**config.mk**
```make
export PLATFORM = sky130hd
export DESIGN_NAME = pmj_core
export DESIGN_NICKNAME = d
export VERILOG_FILES = /design/src/pkg/pmj_pkg.sv /design/src/pmj_core.sv
export SDC_FILE = /design/constraint.sdc
export NUM_CORES = 1
export LEC_CHECK = 0
export BUFFER_PORTS_ARGS = -buffer_cell sky130_fd_sc_hd__buf_2
export CORE_ASPECT_RATIO = 0.5
export CORE_MARGIN = 1.5
export CORE_UTILIZATION = 25
export CTS_CLUSTER_DIAMETER = 60
export CTS_CLUSTER_SIZE = 24
export DETAILED_ROUTE_END_ITERATION = 8
export PLACE_DENSITY = 0.48
export RECOVER_POWER = 50
export SYNTH_ARGS = -nofsm -noshare
export SYNTH_HDL_FRONTEND = slang
export SYNTH_SLANG_ARGS = --single-unit
```
**constraint.sdc**
```tcl
create_clock -name i_sys_clk -period 4.8 [get_ports i_sys_clk]
set_clock_uncertainty 0.05 [all_clocks]
set_input_delay 0.96 -clock i_sys_clk [delete_from_list [all_inputs] [get_ports i_sys_clk]]
set_output_delay 0.96 -clock i_sys_clk [all_outputs]
set_load 0.01 [all_outputs]
```
**src/pkg/pmj_pkg.sv**
```systemverilog
// Purpose: Constants for the program memory map and jump target logic.
// Assumes: 16-bit address space, 8-bit memory bytes.
// Notes: Region bounds and table bases are used by the decoder and sequencer.
`default_nettype none
package pmj_pkg;
	localparam logic [15:0] ROM_BASE = 16'h8000;
	localparam logic [15:0] RAM_BASE = 16'h0040;
	localparam logic [15:0] RAM_LAST = 16'h043F;
	localparam logic [15:0] BANK_BASE = 16'h0040;
	localparam logic [15:0] BANK_LAST = 16'h00BF;
	localparam logic [15:0] SFR_LAST = 16'h003F;
	localparam logic [15:0] DBR_BASE = 16'h0F80;
	localparam logic [15:0] DBR_LAST = 16'h0FFF;
	localparam logic [15:0] IRQ_TABLE = 16'hFFE0;
	localparam logic [15:0] RESET_HI = 16'hFFFF;
	localparam logic [15:0] RESET_LO = 16'hFFFE;
	localparam logic [15:0] VCALL_TABLE = 16'hFFC0;
	localparam logic [15:0] PAGE_BASE = 16'hFF00;
	localparam logic [15:0] PREFETCH = 16'h0002;
	// Region codes shown on o_region.
	localparam logic [1:0] REG_SFR = 2'h0;
	localparam logic [1:0] REG_RAM = 2'h1;
	localparam logic [1:0] REG_DBR = 2'h2;
	localparam logic [1:0] REG_ROM = 2'h3;
	// Operation codes on i_op.
	localparam logic [2:0] OP_NONE = 3'h0;
	localparam logic [2:0] OP_SHORT_REL = 3'h1;
	localparam logic [2:0] OP_BYTE_REL = 3'h2;
	localparam logic [2:0] OP_ABS = 3'h3;
	localparam logic [2:0] OP_VCALL = 3'h4;
	localparam logic [2:0] OP_PCALL = 3'h5;
	localparam logic [2:0] OP_PC_A_JUMP = 3'h6;
	localparam logic [2:0] OP_IRQ = 3'h7;
	typedef enum {ST_RST_LO, ST_RST_HI, ST_RUN, ST_VEC_LO, ST_VEC_HI}
		pmj_state_t;
endpackage
`default_nettype wire

```
**src/pmj_core.sv**
```systemverilog
// Purpose: Program counter sequencing, jump targets and address decode.
// Assumes: Memory answers a read with data in the next cycle.
// Notes: One address port is shared by fetch, table reads and data reads.
// Overview of operation
// - Sixteen-bit addresses cover one 64K space.
// - Four regions: ROM, RAM, two I/O spaces.
// - Sixteen register banks overlay lowest 128 RAM bytes.
// - ROM is 32K at 8000 to FFFF.
// - Reset and fifteen interrupt vectors at FFE0.
// - Vector call reads sixteen entries ending FFDF.
// - Page call targets lie in FF00 to FFFF.
// - Fetch next instruction at program counter minus two.
// - Jump targets are plain sixteen-bit sums.
// - Relative base is instruction address plus two.
// - Short jump adds five-bit displacement when true.
// - Byte jump sign-extends eight-bit displacement.
// - Absolute jump loads full operand unconditionally.
// - Data reads reach ROM in program region.
// - PC plus accumulator for reads and jumps.
// - Reset loads PC from FFFF and FFFE.
// - PC runs two beyond executing instruction.
`default_nettype none
module pmj_core (
	// Clock and reset.
	input wire logic i_sys_clk,
	input wire logic i_nrst,
	// Instruction step from the decoder.
	input wire logic i_step,
	input wire logic [2:0] i_op,
	input wire logic i_cond,
	input wire logic [1:0] i_len,
	input wire logic [15:0] i_operand,
	input wire logic [7:0] i_acc,
	input wire logic [3:0] i_irq_num,
	// Data read request.
	input wire logic i_dread,
	input wire logic i_dread_pc_a,
	input wire logic [15:0] i_daddr,
	// Memory read data.
	input wire logic [7:0] i_mem_rdata,
	// Memory address and decode.
	output logic [15:0] o_addr,
	output logic [1:0] o_region,
	output logic o_rom_sel,
	output logic o_bank_hit,
	output logic [3:0] o_bank,
	output logic o_data_cycle,
	// Core status.
	output logic [15:0] o_pc,
	output logic o_busy,
	output logic o_taken
);
	typedef struct packed {
		pmj_pkg::pmj_state_t st;
		logic [15:0] pc;
		logic [15:0] addr;
		logic [7:0] lo;
		logic data_cycle;
		logic taken;
	} pmj_regs_t;

	pmj_regs_t r;
	pmj_regs_t next_r;
	logic [15:0] base;
	logic [15:0] disp5;
	logic [15:0] disp8;
	logic [15:0] bank_off;

	// Relative base is the instruction address plus two, i.e. the PC.
	always_comb begin
		base = r.pc;
		disp5 = {11'h000, i_operand[4:0]};
		disp8 = {{8{i_operand[7]}}, i_operand[7:0]};
	end

	// Sequencer: vector loads, jumps, fetch and data reads.
	always_comb begin
		next_r = r;
		next_r.taken = 1'b0;
		next_r.data_cycle = 1'b0;
		case (r.st)
			pmj_pkg::ST_RST_LO: begin
				next_r.addr = pmj_pkg::RESET_LO;
				next_r.st = pmj_pkg::ST_RST_HI;
			end
			pmj_pkg::ST_RST_HI: begin
				next_r.lo = i_mem_rdata;
				next_r.addr = pmj_pkg::RESET_HI;
				next_r.st = pmj_pkg::ST_VEC_HI;
			end
			pmj_pkg::ST_VEC_LO: begin
				next_r.lo = i_mem_rdata;
				next_r.addr = r.addr + 16'h0001;
				next_r.st = pmj_pkg::ST_VEC_HI;
			end
			pmj_pkg::ST_VEC_HI: begin
				// High byte sits at the higher table address.
				next_r.pc = {i_mem_rdata, r.lo} + pmj_pkg::PREFETCH;
				next_r.addr = {i_mem_rdata, r.lo};
				next_r.taken = 1'b1;
				next_r.st = pmj_pkg::ST_RUN;
			end
			pmj_pkg::ST_RUN: begin
				if (i_dread) begin
					// Any address may be read; ROM is included.
					next_r.addr = i_dread_pc_a ? r.pc + {8'h00, i_acc}
						: i_daddr;
					next_r.data_cycle = 1'b1;
				end else if (i_step) begin
					next_r.pc = r.pc + {14'h0000, i_len};
					case (i_op)
						pmj_pkg::OP_SHORT_REL: begin
							if (i_cond) begin
								next_r.pc = base + disp5 + pmj_pkg::PREFETCH;
								next_r.taken = 1'b1;
							end
						end
						pmj_pkg::OP_BYTE_REL: begin
							if (i_cond) begin
								next_r.pc = base + disp8 + pmj_pkg::PREFETCH;
								next_r.taken = 1'b1;
							end
						end
						pmj_pkg::OP_ABS: begin
							next_r.pc = i_operand + pmj_pkg::PREFETCH;
							next_r.taken = 1'b1;
						end
						pmj_pkg::OP_PC_A_JUMP: begin
							next_r.pc = base + {8'h00, i_acc}
								+ pmj_pkg::PREFETCH;
							next_r.taken = 1'b1;
						end
						pmj_pkg::OP_PCALL: begin
							next_r.pc = pmj_pkg::PAGE_BASE + {8'h00, i_operand[7:0]}
								+ pmj_pkg::PREFETCH;
							next_r.taken = 1'b1;
						end
						pmj_pkg::OP_VCALL: begin
							next_r.addr = pmj_pkg::VCALL_TABLE
								+ {11'h000, i_operand[3:0], 1'b0};
							next_r.st = pmj_pkg::ST_VEC_LO;
						end
						pmj_pkg::OP_IRQ: begin
							next_r.addr = pmj_pkg::IRQ_TABLE
								+ {11'h000, i_irq_num, 1'b0};
							next_r.st = pmj_pkg::ST_VEC_LO;
						end
						default: begin
						end
					endcase
					if (next_r.st == pmj_pkg::ST_RUN) begin
						next_r.addr = next_r.pc - pmj_pkg::PREFETCH;
					end
				end else begin
					next_r.addr = r.pc - pmj_pkg::PREFETCH;
				end
			end
			default: begin
				next_r.st = pmj_pkg::ST_RST_LO;
			end
		endcase
	end

	// State register.
	always_ff @(posedge i_sys_clk or negedge i_nrst) begin
		if (!i_nrst) begin
			r <= '{st: pmj_pkg::ST_RST_LO, pc: 16'h0000, addr: 16'h0000,
				lo: 8'h00, data_cycle: 1'b0, taken: 1'b0};
		end else begin
			r <= next_r;
		end
	end

	// Region decode of the current address.
	always_comb begin
		o_bank_hit = (r.addr >= pmj_pkg::BANK_BASE)
			&& (r.addr <= pmj_pkg::BANK_LAST);
		// Bank 0 starts at the base of the bank area, eight bytes a bank.
		bank_off = r.addr - pmj_pkg::BANK_BASE;
		o_bank = bank_off[6:3];
		o_rom_sel = r.addr[15];
		if (r.addr >= pmj_pkg::ROM_BASE) begin
			o_region = pmj_pkg::REG_ROM;
		end else if (r.addr >= pmj_pkg::DBR_BASE
			&& r.addr <= pmj_pkg::DBR_LAST) begin
			o_region = pmj_pkg::REG_DBR;
		end else if (r.addr <= pmj_pkg::SFR_LAST) begin
			o_region = pmj_pkg::REG_SFR;
		end else begin
			o_region = pmj_pkg::REG_RAM;
		end
	end

	// Registered outputs; o_busy is decoded from the state register.
	assign o_addr = r.addr;
	assign o_pc = r.pc;
	assign o_data_cycle = r.data_cycle;
	assign o_taken = r.taken;
	assign o_busy = (r.st != pmj_pkg::ST_RUN);
endmodule
`default_nettype wire

```
==> impl_metrics.tcl, run 1 <==
set metrics [dict create \
    io_pins 106 \
    fin_tns_setup_ps 0 \
    cp-start-kind "input pin" \
    synth_area_mm2 0.00819 \
    post-route-min-period_ps 4510 \
    final_cell_mix "nand2_1, buf_2, nor2_1" \
    wirelength_um 30200 \
    drt_iter0_markers 582 \
    met1_usage_pct 23.9 \
    clkLatencyLatePin_ps 340 \
    min_path_type "reg2reg" \
    ant_nets 0 \
    die_w_um 259 \
    status "finished with violations" \
    htree_levels 3 \
    layout.nets 1261 \
    r2r-start "o_pc[0]" \
    via_count 8279 \
    place_area_mm2 0.00936 \
    postCtsSetupBuffers 0 \
    grt_max_degree 75 \
    wire_per_inst_um 19.1 \
    tritoncts "yes" \
    drive_gt1_share_pct 19.9 \
    violations "max-capacitance violations, max-slew violations" \
    yosys.area.top_type "dfrtp_1" \
    vias_per_cell 5.22 \
    ir_drop_uv 160 \
    critical_path_required_ps 4970 \
    synth_cell_types 95 \
    start_util_pct 25.6 \
    layout_commonest_cell "nand2_1" \
    rsz0062_at_grt "false" \
    busiest_layer "met2" \
    grt_overflow 0 \
    worstPathCellList "buf_2 > inv_1 > ha_1 > inv_1 > ha_1 > fa_1 > a21o_1 > a21oi_1 > mux2i_1 > a221o_1 > nor3_1 > buf_4 > and4_1 > nand2_1 > nor4_2 > buf_4 > nand4_1 > xnor2_1 > a21oi_1" \
    drv_cap 1 \
    cp-startpoint "i_operand[1]" \
    grt_pass1_vias 8101 \
    firstDrtPassIters 5 \
    clockRootBuffer "clkbuf_16" \
    dieArea_mm2 0.0339 \
    num_antenna_cells 0 \
    synth_ff_type "dfrtp_1" \
    dpl.hpwl_um 24300 \
    synth_compound_area_share_pct 25.1 \
    io_buffers 105 \
    slew_headroom_pct -24.5 \
    syn_inst 1031 \
    use_met3_pct 0.463 \
    end_kind "register" \
    clock-sinks 74 \
    placementRows 46 \
    place_congestion 0.892 \
    ys_top_cells_by_area "dfrtp_1, ha_1, xnor2_1" \
    yosysSeqAreaShare_pct 22.6 \
    antenna_found_initial 0 \
    r2r_slack_ps 480 \
    setup_viol 0 \
    die_h_um 131 \
    grt_pass1_wl_um 46600 \
    cellPowerDensity_mw_per_mm2 197 \
    arrival_ps 4690 \
    fmax_mhz 222 \
    syn2layout_area_growth_pct 18.0 \
    maxSlewViolCount 75 \
    synth.top_cell.area_share_pct 22.6 \
    crit_type "in2reg" \
    synth_seq_cells 74 \
    synthSimpleGateAreaFrac_pct 23.2 \
    crit_fanout 4 \
    cts_inserted_buffers 9 \
    clk_pin_slew_worst_paths_ps 70 \
    drc_errors 0 \
    avgSynthCellArea_um2 7.94 \
    grt_use_total_pct 17.7 \
    worst_pin_slew_ps 1870 \
    post_synth_xor_area_fraction_pct 10.5 \
    final_core_util_pct 30.2 \
    core_mm2 0.0319 \
    ys_warn_count 0 \
    final-hold-violation-count 0 \
    cts_buffer_depth 2 \
    postCtsHoldBufs 0 \
    muxShareOfSynthArea_pct 3.41 \
    p_leak_nw 4.11 \
    synthArstFlopShare_pct 100 \
    cp_slowest_cell "fa_1" \
    hold_start "r[4]" \
    met2_usage_pct 30.7 \
    slowest_delay_ps 430 \
    synth_fa_ha_area_share_pct 7.92 \
    synth-edff-count 0 \
    final_area_mm2 0.00966 \
    synth_top_family_by_area "compound AO/OA/AOI/OAI gates" \
    finalCritPeriodShare_pct 94.0 \
    ctsResizeCount 0 \
]
==> final cells by class <==
cell class	count	area, µm²
fillers	3455	22300
multi-input cells	867	5880
flip-flops and latches	74	1850
repair buffers	167	981
well taps	432	541
clock buffers	13	270
inverters	29	109
clock inverters	3	22.5
==> state kept, by name (all words and copies together), names as in the netlist <==
signal	cells
o_pc	16
o_addr	16
o_data_cycle	1
r	40
o_taken	1
==> worst max-delay path: cells and delay by family <==
family | cells | cell delay, ps
AND/OR/NAND/NOR | 5 | 1030
buffers and inverters | 5 | 590
AO/OA/AOI/OAI | 4 | 890
XOR/XNOR | 1 | 190
adder cells (fa/ha/maj) | 3 | 930
multiplexers | 1 | 100
==> power breakdown <==
part           switching, mW  total (mW)  internal [mW]
clock network          0.264       0.656          0.393
logic                  0.351       0.578          0.227
registers             0.0267       0.670          0.643
==> per-layer routing <==
layer | share of wire (%) | vias up
met3 | 3.7 | 45
met5 | 0 | -
met2 | 47 | 227
met4 | 2.6 | 0
li1 | - | 3984
met1 | 47 | 4023
==> synth_stat cells, types with 7 or more instances <==
cell,count
nor2b_1,7
a21oi_1,70
mux2_2,11
o221ai_1,8
o22ai_1,12
dfrtp_1,74
and2_1,14
and4_1,10
inv_1,28
mux2i_1,11
clkbuf_1,41
ha_1,47
xor2_1,42
o211ai_1,12
nand3_1,37
nand2_1,103
nor4_1,13
nor3_1,29
a31oi_1,11
nand4_1,17
a221oi_1,11
and3_1,15
a21o_1,11
nor2_1,76
buf_4,36
xnor2_1,56
a211oi_1,14
nand2b_1,11
o21ai_0,54
==> stage by stage <==
step / setup slack [ps] / total power, mW / cells / hold WS, ps
floorplan: 347 / 1.03 / 1059 / 453
global placement: -154 / 1.24 / 1569 / 497
detailed placement: -118 / 1.24 / 1569 / 500
CTS: 194 / 1.91 / 1585 / 516
global route: 72.8 / 2.00 / 1585 / 529
finish: 288 / 1.90 / 1585 / 519
==> cell families after synthesis <==
logic type	count (synthesis)
mux	25
flops	74
other cells	1
simple gates	373
buf+inv	118
fa+ha+maj	50
xor+xnor	98
compound gates	292
==> final timing paths <==
path,end,depth (start not counted)
min in group asynchronous,o_addr[12],1
max,o_addr[14],19
max reg2reg,o_addr[15],14
min reg2reg,r[4],1
min,r[4],1
max in group asynchronous,r[65],1
(Power assumes the default switching activity.)
==> inputs of run 2 (changes only) <==
- ABC_AREA: default -> 1
==> impl_metrics.tcl, run 2 <==
set metrics [dict create \
    firstDrtPassIters 5 \
    io_buffers 105 \
    synth.top_cell.area_share_pct 21.5 \
    largest_register_ffs 40 \
    violations "max-capacitance violations, max-slew violations" \
    post-route-min-period_ps 4140 \
    placementRows 47 \
    ant_nets 0 \
    yosys.area.top_type "dfrtp_1" \
    htree_levels 3 \
    status "finished with violations" \
    die_w_um 266 \
    synth_cell_types 57 \
    finalCritPeriodShare_pct 86.3 \
    clkLatencyLatePin_ps 350 \
    worst_pin_slew_ps 1940 \
    crit_fanout 4 \
    yosysSeqAreaShare_pct 21.5 \
    cts_buffer_depth 2 \
    grt_overflow 0 \
    syn2layout_area_growth_pct 13.6 \
    layout_commonest_cell "nand2_1" \
    cts_inserted_buffers 9 \
    synth_seq_cells 74 \
    min_path_type "reg2reg" \
    rsz0062_at_grt "false" \
    wirelength_um 32000 \
    largest_register "r" \
    dieArea_mm2 0.0357 \
    place_congestion 0.946 \
    clock-sinks 74 \
    synthTopCellsByCount "nand2_1, inv_1, nand3_1" \
    grt_max_degree 75 \
    clk_pin_slew_worst_paths_ps 70 \
    cp_slowest_cell "fa_1" \
    p_total_mw 1.90 \
    path_buf_inv 2 \
    synth_area_mm2 0.00863 \
    ys_top_cells_by_area "dfrtp_1, nand2_1, nand3_1" \
    start_util_pct 25.8 \
    worstPathCellList "buf_2 > ha_1 > fa_1 > xor2_1 > o21ai_1 > inv_1 > ha_1 > a22oi_1 > nand2_1 > a21oi_2 > ha_1 > nand2_1 > nor2_2 > nand3_2 > nor2_2 > nand3_2 > nor2_2 > a21oi_1 > o21ai_1 > nand2_1 > nand2_1 > a21oi_2" \
    drv_cap 1 \
    synth-edff-count 0 \
    n_fill_cell 3786 \
    final_cell_mix "nand2_1, inv_1, nand3_1" \
    critical_path_required_ps 4970 \
    synth_most_common_cell "nand2_1" \
    p_leak_nw 4.85 \
    critPathTopFamily "adder cells" \
    ys_warn_count 0 \
    synth_ff_type "dfrtp_1" \
    ir_drop_uv 114 \
    cellPowerDensity_mw_per_mm2 194 \
    die_h_um 134 \
    grt_pass1_vias 8948 \
    slew_headroom_pct -29.2 \
    crit_top_cell "nand2_1" \
    layout.nets 1586 \
    clockRootBuffer "clkbuf_16" \
    drc_errors 0 \
    setup_viol 0 \
    core_mm2 0.0335 \
    num_antenna_cells 0 \
    via_count 9284 \
    tritoncts "yes" \
    drive_gt1_share_pct 13.3 \
    ctsResizeCount 0 \
    dpl.hpwl_um 26300 \
    maxSlewViolCount 75 \
    drt_iter0_markers 618 \
    final-hold-violation-count 0 \
    grt_pass1_wl_um 50100 \
    postCtsSetupBuffers 0 \
    postCtsHoldBufs 0 \
    fin_tns_setup_ps 0 \
    synthArstFlopShare_pct 100 \
    vias_per_cell 4.84 \
    wire_per_inst_um 16.7 \
    syn_inst 1382 \
    end_kind "register" \
    antenna_found_initial 0 \
    io_pins 106 \
    slowest_delay_ps 440 \
    cp-start-kind "input pin" \
    arrival_ps 4320 \
    fmax_mhz 242 \
    crit_type "in2reg" \
    avgSynthCellArea_um2 6.25 \
    grt_use_total_pct 18.0 \
]
run 2: metal layers:
layer	GRT usage [%]	vias up	routed length, µm
met5	0	-	0
met4	4.96	0	667
met2	29.8	214	14500
met1	24.7	4345	15400
met3	2.13	29	1390
li1	-	4696	-
run 2: layout make-up:
class	count	area, µm²	share of cell area, %
Clock inverter	7	82.6	0.842
Sequential cell	74	1850	18.9
Clock buffer	9	225	2.30
Multi-Input combinational cell	1085	5770	58.8
Tap cell	441	552	5.63
Timing Repair Buffer	119	622	6.34
Inverter	184	704	7.18
run 2: worst paths after layout:
| kind | cells past startpoint | from | end | slack, ps |
|---|---|---|---|---|
| setup / recovery | 22 | i_acc[0] | o_addr[13] | 660 |
| hold / removal | 2 | r[2] | r[2] | 430 |
| setup reg to reg | 23 | o_pc[1] | o_addr[13] | 760 |
| hold reg to reg | 2 | r[2] | r[2] | 430 |
| max in group asynchronous | 1 | i_nrst | o_pc[10] | 2430 |
| min in group asynchronous | 1 | i_nrst | r[71] | 1080 |
run 2: per-stage QoR:
step / area [µm²] / utilization (%) / setup WS (ps) / hold slack [ps] / cells
2_1_floorplan: 8740 / - / 822 / 392 / 1410
3_3_place_gp: 9510 / 28.4 / 362 / 410 / 1903
3_5_place_dp: 9510 / 28.4 / 305 / 411 / 1903
4_1_cts: 9820 / 29.3 / 673 / 428 / 1919
5_1_grt: 9810 / 29.3 / 345 / 448 / 1919
6_report: 9810 / 29.3 / 659 / 430 / 1919
run 2: worst min-delay path, delay by kind of cell (launching register included):
kind | cells | cell delay, ps
AND/OR/NAND/NOR | 2 | 110
flip-flops | 1 | 350
run 2: kinds of logic (layout without fill, tap and decap cells):
logic type / after synthesis / count (layout) / synth area share [%]
XOR/XNOR: 40 / 40 / 4.06
other: 1 / 29 / 0.0434
AND/OR/NAND/NOR: 728 / 728 / 37.8
adder cells (fa/ha/maj): 50 / 50 / 7.51
buffers and inverters: 251 / 319 / 12.9
AO/OA/AOI/OAI: 238 / 238 / 16.2
flip-flops: 74 / 74 / 21.5
run 2: power by group:
| group | total [mW] | internal [mW] | leakage (nW) | switching (mW) |
|---|---|---|---|---|
| clock | 0.717 | 0.412 | 0.145 | 0.305 |
| sequential | 0.646 | 0.638 | 0.777 | 0.00825 |
| combinational | 0.537 | 0.172 | 3.92 | 0.366 |
| total | 1.90 | 1.22 | 4.85 | 0.679 |
